## config.mk

```make
export PLATFORM = sky130hd
export DESIGN_NAME = dps_cmd_ctrl
export DESIGN_NICKNAME = d
export VERILOG_FILES = /design/src/rtl/dps_pkg.sv /design/src/rtl/dps_cmd_ctrl.sv
export VERILOG_INCLUDE_DIRS = /design/src /design/src/rtl
export SDC_FILE = /design/constraint.sdc
export NUM_CORES = 1
export LEC_CHECK = 0
export BUFFER_PORTS_ARGS = -buffer_cell sky130_fd_sc_hd__buf_2
export CORE_ASPECT_RATIO = 0.7
export CORE_MARGIN = 2
export CORE_UTILIZATION = 48
export DETAILED_ROUTE_END_ITERATION = 7
export PLACE_DENSITY = 0.71
export REMOVE_ABC_BUFFERS = 1
export SLEW_MARGIN = 20
export SYNTH_ARGS = -nofsm -noshare
export SYNTH_HDL_FRONTEND = slang
export SYNTH_SLANG_ARGS = --single-unit
```

## constraint.sdc

```tcl
create_clock -name clk_sys -period 4.1 [get_ports clk_sys]
set_input_delay 0.82 -clock clk_sys [delete_from_list [all_inputs] [get_ports clk_sys]]
set_output_delay 0.82 -clock clk_sys [all_outputs]
set_load 0.02 [all_outputs]
```

## src/rtl/dps_consts.svh

```systemverilog
// Constants for the command status and power mode controller.
`ifndef DPS_CONSTS_SVH
`define DPS_CONSTS_SVH
`define DPS_OP_NOP 8'h00
`define DPS_OP_GET_POWER 8'h0a
`define DPS_OP_GET_ADDR 8'h0b
`define DPS_OP_GET_PIXFMT 8'h0c
`define DPS_OP_GET_DISP 8'h0d
`define DPS_OP_GET_SIGNAL 8'h0e
`define DPS_OP_SLEEP_IN 8'h10
`define DPS_OP_SLEEP_OUT 8'h11
`define DPS_OP_PARTIAL 8'h12
`define DPS_OP_NORMAL 8'h13
`define DPS_FMT_16BPP 3'h5
`define DPS_FMT_18BPP 3'h6
`define DPS_BIT_IDLE 6
`define DPS_BIT_PARTIAL 5
`define DPS_BIT_SLEEP 4
`define DPS_BIT_NORMAL 3
`define DPS_BIT_DISP_ON 2
`define DPS_BIT_VSCROLL 7
`define DPS_BIT_INVERT 5
`define DPS_BIT_TE_EN 7
`define DPS_BIT_TE_MODE 6
`define DPS_CLK_HZ 25000000
`define DPS_ON_SEQ_MS 120
`define DPS_OFF_SEQ_US 50
`define DPS_RST_BYTE 8'h00
`endif

```

## src/rtl/dps_pkg.sv

```systemverilog
// Types shared by the command status and power mode controller.
`default_nettype none
package dps_pkg;
  // Power state, one-hot.
  typedef enum logic [3:0] {
    PWR_AWAKE = 4'b0001,
    PWR_OFF_SEQ = 4'b0010,
    PWR_SLEEP = 4'b0100,
    PWR_ON_SEQ = 4'b1000
  } dps_pwr_t;
  // Pixel format field of three bits.
  typedef logic [2:0] dps_fmt_t;
endpackage : dps_pkg
`default_nettype wire

```

## src/rtl/dps_cmd_ctrl.sv

```systemverilog
// Command interpreter for status reads and sleep, partial and normal modes.
`include "dps_consts.svh"
`default_nettype none
module dps_cmd_ctrl #(
  parameter int unsigned ON_SEQ_CYC = int'((64'd`DPS_ON_SEQ_MS * 64'd`DPS_CLK_HZ) / 64'd1000), // Power on cycles.
  parameter int unsigned OFF_SEQ_CYC = int'((64'd`DPS_OFF_SEQ_US * 64'd`DPS_CLK_HZ) / 64'd1000000), // Power off cycles.
  parameter int unsigned CNT_W = 22 // Sequence counter width.
) (
  input wire logic clk_sys, // System clock, 25 MHz.
  input wire logic resetn, // Asynchronous reset, active low.
  input wire logic dc_sel, // Low for command, high for data.
  input wire logic wr_n, // Write strobe, taken on its rising edge.
  input wire logic rd_n, // Read strobe, active low.
  input wire logic [7:0] db_in, // Data lines from the host.
  output logic [7:0] db_out, // Status byte to the host.
  output logic db_oe, // High while the block drives the data lines.
  input wire logic display_timing_source, // High when the video port drives timing.
  input wire logic frame_start, // One-cycle pulse at each frame boundary.
  input wire logic idle_flag, // Idle mode state.
  input wire logic display_on_flag, // Display on state.
  input wire logic [7:0] addr_mode, // Last written address mode byte.
  input wire dps_pkg::dps_fmt_t video_fmt, // Video port pixel format.
  input wire dps_pkg::dps_fmt_t system_fmt, // System port pixel format.
  input wire logic vertical_scroll_flag, // Vertical scrolling active.
  input wire logic inversion_flag, // Display inversion active.
  input wire logic tear_output_enable, // Tearing output enabled.
  input wire logic tear_output_mode, // Tearing output mode, high for mode 2.
  output logic converter_en, // Voltage converter enable.
  output logic osc_en, // Internal oscillator enable.
  output logic scan_en, // Panel scanning enable.
  output logic seq_busy, // Power sequence running.
  output logic self_diag_start, // One-cycle pulse to start diagnostics.
  output logic partial_flag, // Partial mode in effect.
  output logic normal_display_flag, // Normal mode in effect.
  output logic sleep_state_flag, // High while in sleep mode.
  output logic scroll_disable // One-cycle pulse when partial mode begins.
);
  import dps_pkg::*;

  // A zero length sequence or one the counter cannot hold is refused.
  if (ON_SEQ_CYC < 1 || OFF_SEQ_CYC < 1 || ON_SEQ_CYC >= (1 << CNT_W) || OFF_SEQ_CYC >= (1 << CNT_W))
  begin : g_bad_param
    $error("Sequence length out of counter range.");
  end

  logic wr_n_q; // Write strobe one cycle ago.
  logic rd_n_q; // Read strobe one cycle ago.
  logic [7:0] cmd_q; // Last accepted opcode.
  logic [7:0] out_q; // Status byte being returned.
  logic oe_q; // Drive enable.
  dps_pwr_t pwr_q; // Power state.
  logic [CNT_W-1:0] cnt_q; // Sequence countdown.
  logic partial_q; // Partial mode in effect.
  logic pend_partial_q; // Partial entry waiting for a frame.
  logic pend_normal_q; // Normal entry waiting for a frame.
  logic diag_q; // Diagnostic start pulse.
  logic scroll_off_q; // Scroll disable pulse.
  logic wr_edge; // Write strobe rising edge.
  logic rd_edge; // Read strobe falling edge.
  logic cmd_take; // Command byte written.
  logic gated; // Opcode refused in video port timing.
  logic [7:0] op; // Opcode as written.
  logic [7:0] pwr_stat; // Power mode byte.
  logic [7:0] stat_byte; // Byte selected by the latched opcode.
  logic is_read; // Latched opcode is a status read.
  logic frame_ok; // Mode changes may apply now.

  assign op = db_in;
  assign wr_edge = wr_n & ~wr_n_q;
  assign rd_edge = ~rd_n & rd_n_q;
  assign cmd_take = wr_edge & ~dc_sel;
  // Commands tied to internal timing are dropped under the video port.
  // In sleep mode there is no display timing to upset, so they are served then.
  assign gated = display_timing_source & pwr_q[0] & (op == `DPS_OP_GET_SIGNAL || op == `DPS_OP_SLEEP_IN ||
                 op == `DPS_OP_SLEEP_OUT || op == `DPS_OP_PARTIAL);
  // With scanning stopped there are no frames, so pending changes apply at once.
  assign frame_ok = frame_start | ~pwr_q[0];

  // Strobe history for edge detection; inputs are already synchronous.
  always_ff @(posedge clk_sys or negedge resetn)
  begin
    if (!resetn)
    begin
      wr_n_q <= 1'b1;
      rd_n_q <= 1'b1;
    end
    else
    begin
      wr_n_q <= wr_n;
      rd_n_q <= rd_n;
    end
  end

  // Opcode latch; a refused opcode becomes a no-op so a later read stays quiet.
  always_ff @(posedge clk_sys or negedge resetn)
  begin
    if (!resetn)
      cmd_q <= `DPS_OP_NOP;
    else if (cmd_take)
      cmd_q <= gated ? `DPS_OP_NOP : op;
  end

  // Status bytes; the sleep bit reads high while sleep mode is on.
  assign pwr_stat = {1'b0, idle_flag, partial_q, ~pwr_q[0], ~partial_q, display_on_flag, 2'b00};

  // Byte chosen by the last opcode; unused bits read zero.
  always_comb
  begin
    stat_byte = `DPS_RST_BYTE;
    is_read = 1'b1;
    unique case (cmd_q)
      `DPS_OP_GET_POWER: stat_byte = pwr_stat;
      `DPS_OP_GET_ADDR: stat_byte = addr_mode;
      `DPS_OP_GET_PIXFMT: stat_byte = {1'b0, video_fmt, 1'b0, system_fmt};
      `DPS_OP_GET_DISP: stat_byte = {vertical_scroll_flag, 1'b0, inversion_flag, 5'h00};
      `DPS_OP_GET_SIGNAL: stat_byte = {tear_output_enable, tear_output_mode, 6'h00};
      default: is_read = 1'b0;
    endcase
  end

  // Read side: byte captured at the read strobe fall, released at its rise.
  always_ff @(posedge clk_sys or negedge resetn)
  begin
    if (!resetn)
    begin
      out_q <= `DPS_RST_BYTE;
      oe_q <= 1'b0;
    end
    else if (rd_edge && dc_sel && is_read)
    begin
      out_q <= stat_byte;
      oe_q <= 1'b1;
    end
    else if (rd_n)
      oe_q <= 1'b0;
  end

  assign db_out = out_q;
  assign db_oe = oe_q;

  // Power state machine. The host stays quiet while a sequence runs, so
  // commands seen then are not served.
  always_ff @(posedge clk_sys or negedge resetn)
  begin
    if (!resetn)
    begin
      pwr_q <= PWR_SLEEP;
      cnt_q <= '0;
      diag_q <= 1'b0;
    end
    else
    begin
      diag_q <= 1'b0;
      unique case (pwr_q)
        PWR_AWAKE:
        begin
          // Exit while awake falls through with no effect.
          if (cmd_take && !gated && op == `DPS_OP_SLEEP_IN)
          begin
            pwr_q <= PWR_OFF_SEQ;
            cnt_q <= CNT_W'(OFF_SEQ_CYC - 1);
          end
        end
        PWR_OFF_SEQ:
        begin
          // Blank scan and power off; the host must not write now.
          if (cnt_q == '0)
            pwr_q <= PWR_SLEEP;
          else
            cnt_q <= cnt_q - 1'b1;
        end
        PWR_SLEEP:
        begin
          // Only sleep exit leaves; a repeated entry is ignored.
          if (cmd_take && !gated && op == `DPS_OP_SLEEP_OUT)
          begin
            pwr_q <= PWR_ON_SEQ;
            cnt_q <= CNT_W'(ON_SEQ_CYC - 1);
          end
        end
        PWR_ON_SEQ:
        begin
          // Power on; diagnostics start once supplies are up.
          if (cnt_q == '0)
          begin
            pwr_q <= PWR_AWAKE;
            diag_q <= 1'b1;
          end
          else
            cnt_q <= cnt_q - 1'b1;
        end
      endcase
    end
  end

  // Scanning runs only while awake; converter and oscillator also run through sequences.
  assign scan_en = pwr_q[0];
  assign converter_en = ~pwr_q[2];
  assign osc_en = ~pwr_q[2];
  assign seq_busy = pwr_q[1] | pwr_q[3];
  assign sleep_state_flag = ~pwr_q[0];
  assign self_diag_start = diag_q;

  // Display mode: requests wait for a frame boundary so a frame is never split.
  always_ff @(posedge clk_sys or negedge resetn)
  begin
    if (!resetn)
    begin
      partial_q <= 1'b0;
      pend_partial_q <= 1'b0;
      pend_normal_q <= 1'b0;
      scroll_off_q <= 1'b0;
    end
    else
    begin
      scroll_off_q <= 1'b0;
      if (cmd_take && !gated && op == `DPS_OP_PARTIAL && !partial_q)
      begin
        pend_partial_q <= 1'b1;
        pend_normal_q <= 1'b0;
      end
      else if (cmd_take && op == `DPS_OP_NORMAL && partial_q)
      begin
        pend_normal_q <= 1'b1;
        pend_partial_q <= 1'b0;
      end
      else if (frame_ok && pend_partial_q)
      begin
        partial_q <= 1'b1;
        pend_partial_q <= 1'b0;
        scroll_off_q <= 1'b1;
      end
      else if (frame_ok && pend_normal_q)
      begin
        partial_q <= 1'b0;
        pend_normal_q <= 1'b0;
      end
    end
  end

  assign partial_flag = partial_q;
  assign normal_display_flag = ~partial_q;
  assign scroll_disable = scroll_off_q;

  logic [CNT_W-1:0] off_cyc_q; // Cycles spent in the power off sequence.

  // Checker helper: counts the power off sequence so its length can be bounded
  // without a long delay range, which the tools would have to unroll.
  always_ff @(posedge clk_sys or negedge resetn)
  begin
    if (!resetn)
      off_cyc_q <= '0;
    else if (pwr_q == PWR_OFF_SEQ)
      off_cyc_q <= off_cyc_q + 1'b1;
    else
      off_cyc_q <= '0;
  end
endmodule : dps_cmd_ctrl
`default_nettype wire

```

### Word level (Yosys, flattened, before mapping)

Index checks and enable logic that the tools add are counted.

* memories: 0
* output and inout port bits: 18
* bits in writable memories: 0
* memory bits (read-only): 0
* latch bits: 0
* bits in registers: 50
* logic and storage cells: 102
* input port bits: 35

* bitwise logic cells: 15
* add/subtract/negate cells: 1
* divide/modulo/power cells: 0
* reduce and logical (&&, ||, !) cells: 27
* $lt $le $gt $ge: 0
* equal/unequal tests: 20
* mux-type cells: 27
* shifts and indexed selects: 0
* multipliers: 0

Operator list (number)
* $mux W22: 3
* $pmux W22 S3: 1
* $eq A8 B4 Y1 const B: 6
* $pmux W8 S5: 1
* $eq A8 B5 Y1 const B: 4
* $logic_not A22 Y1: 1
* $sub A22 B1 Y22 const B: 1
* $mux W1: 16
* $mux W4: 4
* $pmux W4 S4: 1
* $logic_and A1 B1 Y1: 11
* $ne A2 B2 Y1 const B: 5
* $mux W8: 1
* $not A1 Y1: 8
* $reduce_and A3 Y1: 2
* $reduce_bool A3 Y1: 2
* $and A1 B1 Y1: 5
* $reduce_or A5 Y1: 1
* $eq A4 B1 Y1 const B: 1
* $eq A4 B2 Y1 const B: 1
* $eq A4 B3 Y1 const B: 1
* $eq A4 B4 Y1 const B: 1
* $reduce_and A4 Y1: 1
* $reduce_bool A2 Y1: 2
* 6 further kinds: 10

### Depth between registers and ports, before layout

Gate-level depths: netlist of run 1.

* word-level depth: 11
* gate-level depth with buffers: 9
* gate-level depth less buffers: 8

### Worst setup path after synthesis of run 1

OpenSTA, ideal clock, no wires.

* path kind: input to register
* start point: input port db_in[3]
* end point: register cnt_q[11]
* data arrival time: 2263 ps
* data required time: 3970 ps
* setup time: 130 ps
* path buffers: 1
* cell stages on the path: 7
* setup slack: 1707 ps
* cell sequence: nor4b_1 > nand2_1 > o211ai_2 > a21oi_1 > clkbuf_1 > o21ai_0 > o41ai_1

* word-level cells in the longest chain between the ends: 10
* elaborated cells on any way between the ends: 15
* those cells by class: eq/ne: 6; bitwise: 1; reduce/logical: 8

RTL lines
* start, declared: RTL line dps_cmd_ctrl.sv:14 `input wire logic [7:0] db_in,`
* $eq A8 B4 Y1 (no source line) or $eq A8 B5 Y1 (tied branches)
* $logic_or A1 B1 Y1 (no source line) (3 in a row)
* $and A1 B1 Y1: RTL line dps_cmd_ctrl.sv:74 `` assign gated = display_timing_source & pwr_q[0] & (op == `DPS_OP_GET_SIGNAL || op == `DPS_OP_SLEEP_IN || ``
* $logic_not A1 Y1: RTL line dps_cmd_ctrl.sv:158, dps_cmd_ctrl.sv:175
* $logic_and A1 B1 Y1: RTL line dps_cmd_ctrl.sv:158, dps_cmd_ctrl.sv:175
* $logic_and A1 B1 Y1 (no source line)
* $ne A2 B2 Y1 (no source line)
* $reduce_and A3 Y1 (no source line) *
* end signal, assigned: RTL line dps_cmd_ctrl.sv:161 `cnt_q <= CNT_W'(OFF_SEQ_CYC - 1);`
* end signal, assigned: RTL line dps_cmd_ctrl.sv:170 `cnt_q <= cnt_q - 1'b1;`
* end signal, assigned: RTL line dps_cmd_ctrl.sv:178 `cnt_q <= CNT_W'(ON_SEQ_CYC - 1);`
* end, declared: RTL line dps_cmd_ctrl.sv:52 `logic [CNT_W-1:0] cnt_q;`

Every way passes the cells marked *; elsewhere a longest branch is shown, timed or not.
A chain may end at the register's enable or synchronous reset.

### Worst setup path after layout of run 1

* start point: register cnt_q[1]
* end point: register cnt_q[21]

* word-level cells in the longest chain between the ends: 3
* elaborated cells on any way between the ends: 6
* those cells by class: add/sub: 1; eq/ne: 1; mux: 2; reduce/logical: 2

RTL lines
* $sub A22 B1 Y22 or $logic_not A22 Y1 (tied branches)
* $mux W22 or $ne A2 B2 Y1 (tied branches)
* $pmux W22 S3 or $reduce_and A3 Y1 (tied branches)

Several ways; a longest one is shown, not always the timed one. The select of a mux whose other input is x is not followed.

==> results of run 1 <==
==> worst paths after layout <==
kind,slack [ns],end,cells after the start
max,1.26,cnt_q[21]$_DFFE_PN0P_,8
min,0.48,db_out[7]$_DFFE_PN0P_,2
max reg2reg,1.26,cnt_q[21]$_DFFE_PN0P_,8
min reg2reg,0.48,db_out[7]$_DFFE_PN0P_,2
max in group asynchronous,3.15,cnt_q[12]$_DFFE_PN0P_,1
min in group asynchronous,0.52,cmd_q[4]$_DFFE_PN0P_,1
==> stage by stage <==
step | instances | util | setup WS [ns]
finish | 436 | 0.556 | 1.26
global route | 436 | 0.556 | 1.10
CTS | 436 | 0.556 | 1.30
detailed placement | 428 | 0.541 | 1.23
global placement | 428 | 0.541 | 1.31
floorplan | 301 | - | 1.70
==> final cells by class <==
| class | instances | area (um^2) | share of cell area |
|---|---|---|---|
| clock buffers | 6 | 72.6 | 0.0229 |
| clock inverters | 2 | 13.8 | 0.00434 |
| inverters | 8 | 30.0 | 0.00947 |
| multi-input cells | 243 | 1440 | 0.455 |
| flip-flops and latches | 50 | 1250 | 0.396 |
| well taps | 75 | 93.8 | 0.0296 |
| repair buffers | 52 | 263 | 0.0829 |
==> power groups by stage <==
stage / combinational, W / sequential [W] / clock (W)
4_1_cts: 0.0000761 / 0.000526 / 0.000290
3_5_place_dp: 0.0000757 / 0.000535 / 0
2_1_floorplan: 0.0000360 / 0.000533 / 0
3_3_place_gp: 0.0000750 / 0.000535 / 0
6_report: 0.0000757 / 0.000526 / 0.000278
5_1_grt: 0.0000853 / 0.000529 / 0.000311
==> Yosys cell counts (5+ instances only) <==
library cell  count
dfrtp_1          47
nand2_1          31
nor2_1           31
a21oi_1          24
nor3_1           23
o21ai_0          21
nand3_1          12
clkbuf_1          9
inv_1             8
o21ai_1           8
or3_1             8
a31oi_1           7
a22o_1            6
mux2i_1           6
buf_2             5
==> sequential cells by signal, summed over array words and instances (netlist names) <==
signal,cells
cmd_q,8
scroll_disable,1
wr_n_q,1
db_out,8
rd_n_q,1
cnt_q,22
db_oe,1
pwr_q,4
pend_normal_q,1
partial_flag,1
self_diag_start,1
pend_partial_q,1
==> critical path: cells and delay by family, from the launching register on <==
family	cells	cell delay [ns]
AO/OA/AOI/OAI	1	0.29
AND/OR/NAND/NOR	5	1.74
adder cells (fa/ha/maj)	1	0.19
buffers and inverters	1	0.08
flip-flops	1	0.40
==> metal layers <==
metal | part of all wire | vias to the layer above | track usage | wire length (um)
li1 | - | 1251 | - | -
met1 | 0.53 | 1177 | 0.345 | 3520
met2 | 0.41 | 72 | 0.329 | 2760
met3 | 0.056 | 5 | 0.0441 | 376
met4 | 0.0067 | 0 | 0.0482 | 45
met5 | 0 | - | 0 | 0
==> kinds of logic after synthesis <==
family | count (synthesis) | share of synthesized area
AND/OR/NAND/NOR | 140 | 0.267
AO/OA/AOI/OAI | 93 | 0.209
flip-flops | 50 | 0.446
buffers and inverters | 25 | 0.0422
multiplexers | 7 | 0.0253
XOR/XNOR | 2 | 0.00622
adder cells (fa/ha/maj) | 1 | 0.00444
==> flow_metrics.tcl, run 1 <==
set metrics [dict create \
    max_freq_ghz 0.353 \
    ioPinCount 53 \
    critPathLaunchType "flop" \
    postLayoutCellArea_mm2 0.00317 \
    htreeDepth 2 \
    wl_per_cell_um 15.4 \
    synthFlopType "dfrtp_1" \
    grt_setup_unrepaired "no" \
    slowest_delay_ns 0.53 \
    drt-pass1-iter-count 4 \
    clk_latency_ns 0.30 \
    hp-start "db_out[7]$_DFFE_PN0P_" \
    grt_pass1_wl_um 11200 \
    setup_tns_ns 0 \
    internal-power_w 0.000662 \
    most-common-layout-cells "buf_2, dfrtp_1, nand2_1, nor2_1, a21oi_1" \
    drc_errors 0 \
    cp_cell_sequence "inv_1 > ha_1 > or3b_2 > nor4_2 > nand3_2 > nor2_4 > nor2_1 > o221a_1" \
    leakage_nw 1.35 \
    combPwrFrac 0.086 \
    synth_top_cell_by_area "dfrtp_1" \
    start_util 0.494 \
    antenna_cells 0 \
    synth_seq_area_share 0.446 \
    cp-startpoint "cnt_q[1]$_DFFE_PN0P_" \
    routed_wl_um 6700 \
    power.density_mw_per_mm2 277 \
    maxCapViolations 0 \
    setup-violations-final 0 \
    first_iter_violations 155 \
    antenna_found_initial 0 \
    grt_max_degree 51 \
    switching_share 0.247 \
    rr_startpoint "cnt_q[1]$_DFFE_PN0P_" \
    critPathKind "flop to flop" \
    hold_slack_ns 0.478 \
    p_clk_frac 0.316 \
    post_cts_buffers 0 \
    area_growth_pct 12.6 \
    cp.arrival_ns 3.02 \
    fin_nets 396 \
    grt_use_total 0.225 \
    synth-edff-count 0 \
    holdCritPathClass "flop to flop" \
    layout_commonest_cell "buf_2" \
    fin_crit_ns 2.84 \
    required_ns 4.28 \
    path_max_fanout 11 \
    power.total_w 0.000880 \
    clock_sinks 50 \
    drive_gt1_frac 0.224 \
    fillers 532 \
    seq_power_share 0.598 \
    status "finished, final reports clean" \
    die-area_mm2 0.00651 \
    synth_cells 318 \
    yosys_register_bits 50 \
    crit_path_end_kind "flop" \
    dpl.hpwl_um 4960 \
    finalHoldViolCount 0 \
    io_buffers 52 \
    cts_root_buf "clkbuf_8" \
    avgViaCountPerCell 5.75 \
    ys_warn_count 0 \
    clk_pin_slew_ns 0.09 \
    place_area_mm2 0.00308 \
    die_width_um 95.6 \
    synthArstFlopShare 1.00 \
    cts_tree "yes" \
    slew_headroom 0.284 \
    gr-total-overflow 0 \
    ant_nets 0 \
    synth_area_leaders "dfrtp_1, a21oi_1, nand2_1" \
    cts.repair.resized 0 \
    cp_slowest_cell "or3b_2" \
    num_rows 23 \
    via_count 2505 \
    cts_made_buffers 5 \
    p_switching_w 0.000217 \
    yosysTopAreaCellShare 0.418 \
    clockBufferDepth 2 \
    peakVddDrop_mv 0.153 \
    drv_slew 0 \
    die_h_um 68.1 \
    finalCritPeriodShare 0.692 \
    coreArea_mm2 0.00570 \
    clock_skew_ns 0.00912 \
    gp_congestion 0.853 \
    cts_hold_buf 0 \
    grt_pass1_vias 2301 \
    synth.distinct_cells 57 \
    syn-mean-instance-area_um2 8.86 \
    tightest_slew_ns 1.07 \
    syn_area_mm2 0.00282 \
]
(Power assumes the default switching activity.)
==> run 2, diff against run 1 <==
- ABC_AREA: not set -> 1
- PLACE_DENSITY: 0.71 -> 0.7
- clock period: 4.1 -> 2.9 ns (I/O delays scaled with it)
==> flow_metrics.tcl, run 2 <==
set metrics [dict create \
    status "finished, final reports clean" \
    post_cts_buffers 0 \
    routed_wl_um 8020 \
    area_growth_pct 13.2 \
    synth_area_leaders "dfrtp_1, nand2_1, nand3_1" \
    holdCritPathClass "input pin to async pin" \
    drive_gt1_frac 0.174 \
    dp.cells 569 \
    max_freq_ghz 0.488 \
    die-area_mm2 0.00715 \
    synth_cells 445 \
    coreArea_mm2 0.00625 \
    synth_top_cell_by_area "dfrtp_1" \
    cp.arrival_ns 2.30 \
    fin_nets 534 \
    yosysTopAreaCellShare 0.378 \
    dpl.hpwl_um 5930 \
    cts_made_buffers 5 \
    cts_hold_buf 0 \
    grt_setup_unrepaired "no" \
    ys_warn_count 0 \
    antenna_cells 0 \
    drc_errors 0 \
    clk_latency_ns 0.31 \
    syn-mean-instance-area_um2 6.99 \
    io_buffers 52 \
    antenna_found_initial 0 \
    layout_commonest_cell "nand2_1" \
    drt-pass1-iter-count 6 \
    cts_root_buf "clkbuf_8" \
    yosys.cell_count.top_type "nand2_1" \
    slew_headroom 0.577 \
    grt_pass1_wl_um 13700 \
    gp_congestion 0.946 \
    netlist_top_cells_count "nand2_1, nor2_1, nand3_1" \
    clockBufferDepth 2 \
    multiInputGateArea_mm2 0.00160 \
    num_rows 24 \
    die_h_um 71.4 \
    clock_sinks 50 \
    instances_no_fill 577 \
    grt_max_degree 27 \
    gr-total-overflow 0 \
    power.density_mw_per_mm2 392 \
    peakVddDrop_mv 0.203 \
    maxCapViolations 0 \
    clock_skew_ns 0.00946 \
    start_util 0.498 \
    grt_pass1_vias 2901 \
    synthArstFlopShare 1.00 \
    clk_pin_slew_ns 0.09 \
    cts.repair.resized 0 \
    path_max_fanout 21 \
    grt_use_total 0.240 \
    largest_register_ffs 22 \
    critPathKind "flop to flop" \
    die_width_um 100 \
    syn_area_mm2 0.00311 \
    cts_tree "yes" \
    yosys_register_bits 50 \
    htreeDepth 2 \
    most-common-layout-cells "nand2_1, nor2_1, buf_2" \
    ant_nets 0 \
    synth-edff-count 0 \
    ioPinCount 53 \
    first_iter_violations 267 \
    setup-violations-final 0 \
    finalCritPeriodShare 0.706 \
    crit_path_end_kind "flop" \
    via_count 3152 \
    regMostFlops "cnt_q" \
    wl_per_cell_um 13.9 \
    finalHoldViolCount 0 \
    tightest_slew_ns 0.629 \
    synth_seq_area_share 0.403 \
    critPathLaunchType "flop" \
    fin_crit_ns 2.05 \
    hold_slack_ns 0.179 \
    fillers 619 \
    setup_tns_ns 0 \
    synth.distinct_cells 31 \
    drv_slew 0 \
    required_ns 3.15 \
    regArea_mm2 0.00125 \
    avgViaCountPerCell 5.46 \
    leakage_nw 1.88 \
    synthFlopType "dfrtp_1" \
]
run 2: cell count changes after synthesis, sizes merged, moves of 8 or more:
cell	before	now
nor2	32	62
nand3	13	51
or3	8	0
inv	8	45
o21ai	29	20
a21oi	24	4
nand2	32	129
clkbuf	9	1
nor3	27	10
nand4	4	37
run 2: cell type report:
cell class	instances	area share
inverters	45	0.0479
flip-flops and latches	50	0.356
well taps	78	0.0277
repair buffers	60	0.0909
clock inverters	2	0.00284
clock buffers	6	0.0206
multi-input cells	336	0.454
run 2: worst max-delay path, stage by stage (launching register included):
cell	delay, ns
dfrtp_1	0.39
inv_1	0.14
ha_1	0.30
nand3_2	0.14
nor2_2	0.15
nand2_1	0.12
nor3_2	0.14
nand2_1	0.10
nand3_2	0.35
nand2_1	0.10
nand2_1	0.08
run 2: power by group:
group          switching, W  internal [W]  total, W
Clock              0.000228      0.000168  0.000396
Sequential        0.0000295      0.000744  0.000774
Combinational      0.000136     0.0000744  0.000211
Total              0.000393      0.000987   0.00138
run 2: per-stage QoR:
stage / cell area [um^2] / setup WS (ns) / util / power, W
final: 3520 / 0.852 / 0.564 / 0.00138
after CTS: 3520 / 0.844 / 0.564 / 0.00140
after detailed placement: 3440 / 0.719 / 0.551 / 0.000998
after floorplan: 3020 / 0.635 / - / 0.000903
after global placement: 3440 / 0.788 / 0.551 / 0.000993
after global routing: 3520 / 0.620 / 0.564 / 0.00145
run 2: metal layers:
metal	vias to the layer above	GRT usage	wire length, um
li1	1574	-	-
met5	-	0	0
met2	86	0.346	3370
met3	11	0.0420	397
met4	0	0.0624	79
met1	1481	0.373	4180
run 2: cell families after synthesis:
| logic type | count (synthesis) | share of synthesized area |
|---|---|---|
| AND/OR/NAND/NOR | 292 | 0.425 |
| buffers and inverters | 59 | 0.0828 |
| flip-flops | 50 | 0.403 |
| AO/OA/AOI/OAI | 35 | 0.0627 |
| XOR/XNOR | 8 | 0.0225 |
| adder cells (fa/ha/maj) | 1 | 0.00402 |
run 2: worst paths after layout:
path	from	to	depth (start not counted)	slack, ns
hold reg to reg	db_out[7]$_DFFE_PN0P_	db_out[7]$_DFFE_PN0P_	2	0.48
setup / recovery	cnt_q[0]$_DFFE_PN0P_	cnt_q[17]$_DFFE_PN0P_	10	0.85
hold / removal	resetn	cnt_q[12]$_DFFE_PN0P_	1	0.18
min in group clk_sys	wr_n	wr_n_q$_DFF_PN1_	1	0.38
setup reg to reg	cnt_q[0]$_DFFE_PN0P_	cnt_q[17]$_DFFE_PN0P_	10	0.85
max in group asynchronous	resetn	pwr_q[2]$_DFFE_PN1P_	2	2.06
==> run 3, diff against run 2 <==
- clock period: 2.9 -> 2 ns (I/O delays scaled with it)
==> flow_metrics.tcl, run 3 (synthesis results as in run 2) <==
set metrics [dict create \
    grt_use_total 0.245 \
    r2r_cells 10 \
    die_h_um 71.4 \
    regMostFlops "cnt_q" \
    fin_crit_ns 1.79 \
    gp_congestion 0.981 \
    crit_path_end_kind "flop" \
    peakVddDrop_mv 0.338 \
    cts_hold_buf 0 \
    power.total_w 0.00208 \
    clockBufferDepth 2 \
    path_max_fanout 22 \
    seq_power_share 0.538 \
    hold_slack_ns 0.00895 \
    avgViaCountPerCell 5.41 \
    antenna_found_initial 0 \
    htreeDepth 2 \
    p_clk_frac 0.311 \
    cts_made_buffers 5 \
    clk_pin_slew_ns 0.10 \
    critPathLaunchType "flop" \
    drive_gt1_frac 0.181 \
    drt-pass1-iter-count 7 \
    wl_per_cell_um 14.1 \
    most-common-layout-cells "nand2_1, nor2_1, buf_2" \
    tightest_slew_ns 0.601 \
    coreArea_mm2 0.00625 \
    die-area_mm2 0.00715 \
    slew_headroom 0.596 \
    grt_max_degree 33 \
    maxCapViolations 0 \
    clock_sinks 50 \
    routed_wl_um 8170 \
    first_iter_violations 168 \
    post_cts_buffers 0 \
    drc_errors 0 \
    largest_register_ffs 22 \
    cp.arrival_ns 2.00 \
    clk_latency_ns 0.31 \
    grt_pass1_vias 2980 \
    clock_skew_ns 0.00555 \
    holdCritPathClass "input pin to async pin" \
    leakage_nw 1.92 \
    required_ns 2.21 \
    status "finished, final reports clean" \
    finalHoldViolCount 0 \
    ant_nets 0 \
    setup-violations-final 0 \
    start_util 0.498 \
    max_freq_ghz 0.560 \
    layout_commonest_cell "nand2_1" \
    switching_share 0.304 \
    die_width_um 100 \
    via_count 3135 \
    ioPinCount 53 \
    internal-power_w 0.00145 \
    grt_setup_unrepaired "no" \
    finalCritPeriodShare 0.893 \
    combPwrFrac 0.151 \
    critPathKind "flop to flop" \
    area_growth_pct 15.5 \
    cts.repair.resized 0 \
    gr-total-overflow 0 \
    io_buffers 52 \
    cts_tree "yes" \
    num_rows 24 \
    drv_slew 0 \
    p_switching_w 0.000633 \
    grt_pass1_wl_um 13900 \
    dpl.hpwl_um 5960 \
    cts_root_buf "clkbuf_8" \
    power.density_mw_per_mm2 579 \
    antenna_cells 0 \
    fin_nets 537 \
]
[run 3: cell types whose count changed in the layout (fill, tap and decap cells not counted), sizes merged]
cell    previous run  this run
buf               60        63
clkbuf             6         5
clkinv             2         1
inv               45        47
[run 3: critical path: stages, from the launching register on]
cell and delay (ns):
dfrtp_1 0.42, inv_1 0.08, ha_1 0.19, nand3_2 0.11, nor2_2 0.14, nand2_1 0.11
nor3_2 0.12, nand2_1 0.13, buf_6 0.20, nand4_1 0.11, nand2_1 0.06
[run 3: power groups by stage]
stage / logic [W] / registers (W) / clock network (W)
detailed placement: 0.000317 / 0.00114 / 0
global route: 0.000352 / 0.00113 / 0.000692
global placement: 0.000311 / 0.00114 / 0
floorplan: 0.000124 / 0.00119 / 0
finish: 0.000315 / 0.00112 / 0.000647
CTS: 0.000317 / 0.00112 / 0.000663
[run 3: final timing paths]
check,slack [ns],startpoint,to
worst min register to register,0.49,db_out[6]$_DFFE_PN0P_,db_out[6]$_DFFE_PN0P_
worst max register to register,0.21,cnt_q[1]$_DFFE_PN0P_,cnt_q[7]$_DFFE_PN0P_
worst max-delay path,0.21,cnt_q[1]$_DFFE_PN0P_,cnt_q[7]$_DFFE_PN0P_
max in group asynchronous,1.40,resetn,rd_n_q$_DFF_PN1_
min in group clk_sys,0.18,wr_n,wr_n_q$_DFF_PN1_
worst min-delay path,0.009,resetn,cmd_q[7]$_DFFE_PN0P_
[run 3: per-stage QoR]
| step | instance area (um^2) | instances | util | setup slack, ns | setup TNS, ns |
|---|---|---|---|---|---|
| 2_1_floorplan | 3020 | 431 | - | -0.265 | -5.42 |
| 3_3_place_gp | 3490 | 572 | 0.558 | 0.127 | 0 |
| 3_5_place_dp | 3490 | 572 | 0.558 | 0.113 | 0 |
| 4_1_cts | 3580 | 580 | 0.573 | 0.135 | 0 |
| 5_1_grt | 3590 | 580 | 0.575 | 0.0171 | 0 |
| 6_report | 3590 | 580 | 0.575 | 0.213 | 0 |
[run 3: layout make-up]
| cell class | count | area, um^2 |
|---|---|---|
| fill | 616 | 2650 |
| multi-input combinational | 336 | 1610 |
| sequential | 50 | 1250 |
| timing repair buffer | 63 | 372 |
| inverter | 45 | 171 |
| tap | 78 | 97.6 |
| clock buffer | 5 | 68.8 |
| clock inverter | 3 | 22.5 |
[run 3: metal layers]
| layer | share of wire | wire length, um | global-route usage | vias up |
|---|---|---|---|---|
| met5 | 0 | 0 | 0 | - |
| met4 | 0.0089 | 73 | 0.0639 | 0 |
| met3 | 0.064 | 523 | 0.0400 | 7 |
| met2 | 0.42 | 3420 | 0.360 | 96 |
| met1 | 0.51 | 4150 | 0.378 | 1445 |
| li1 | - | - | - | 1587 |
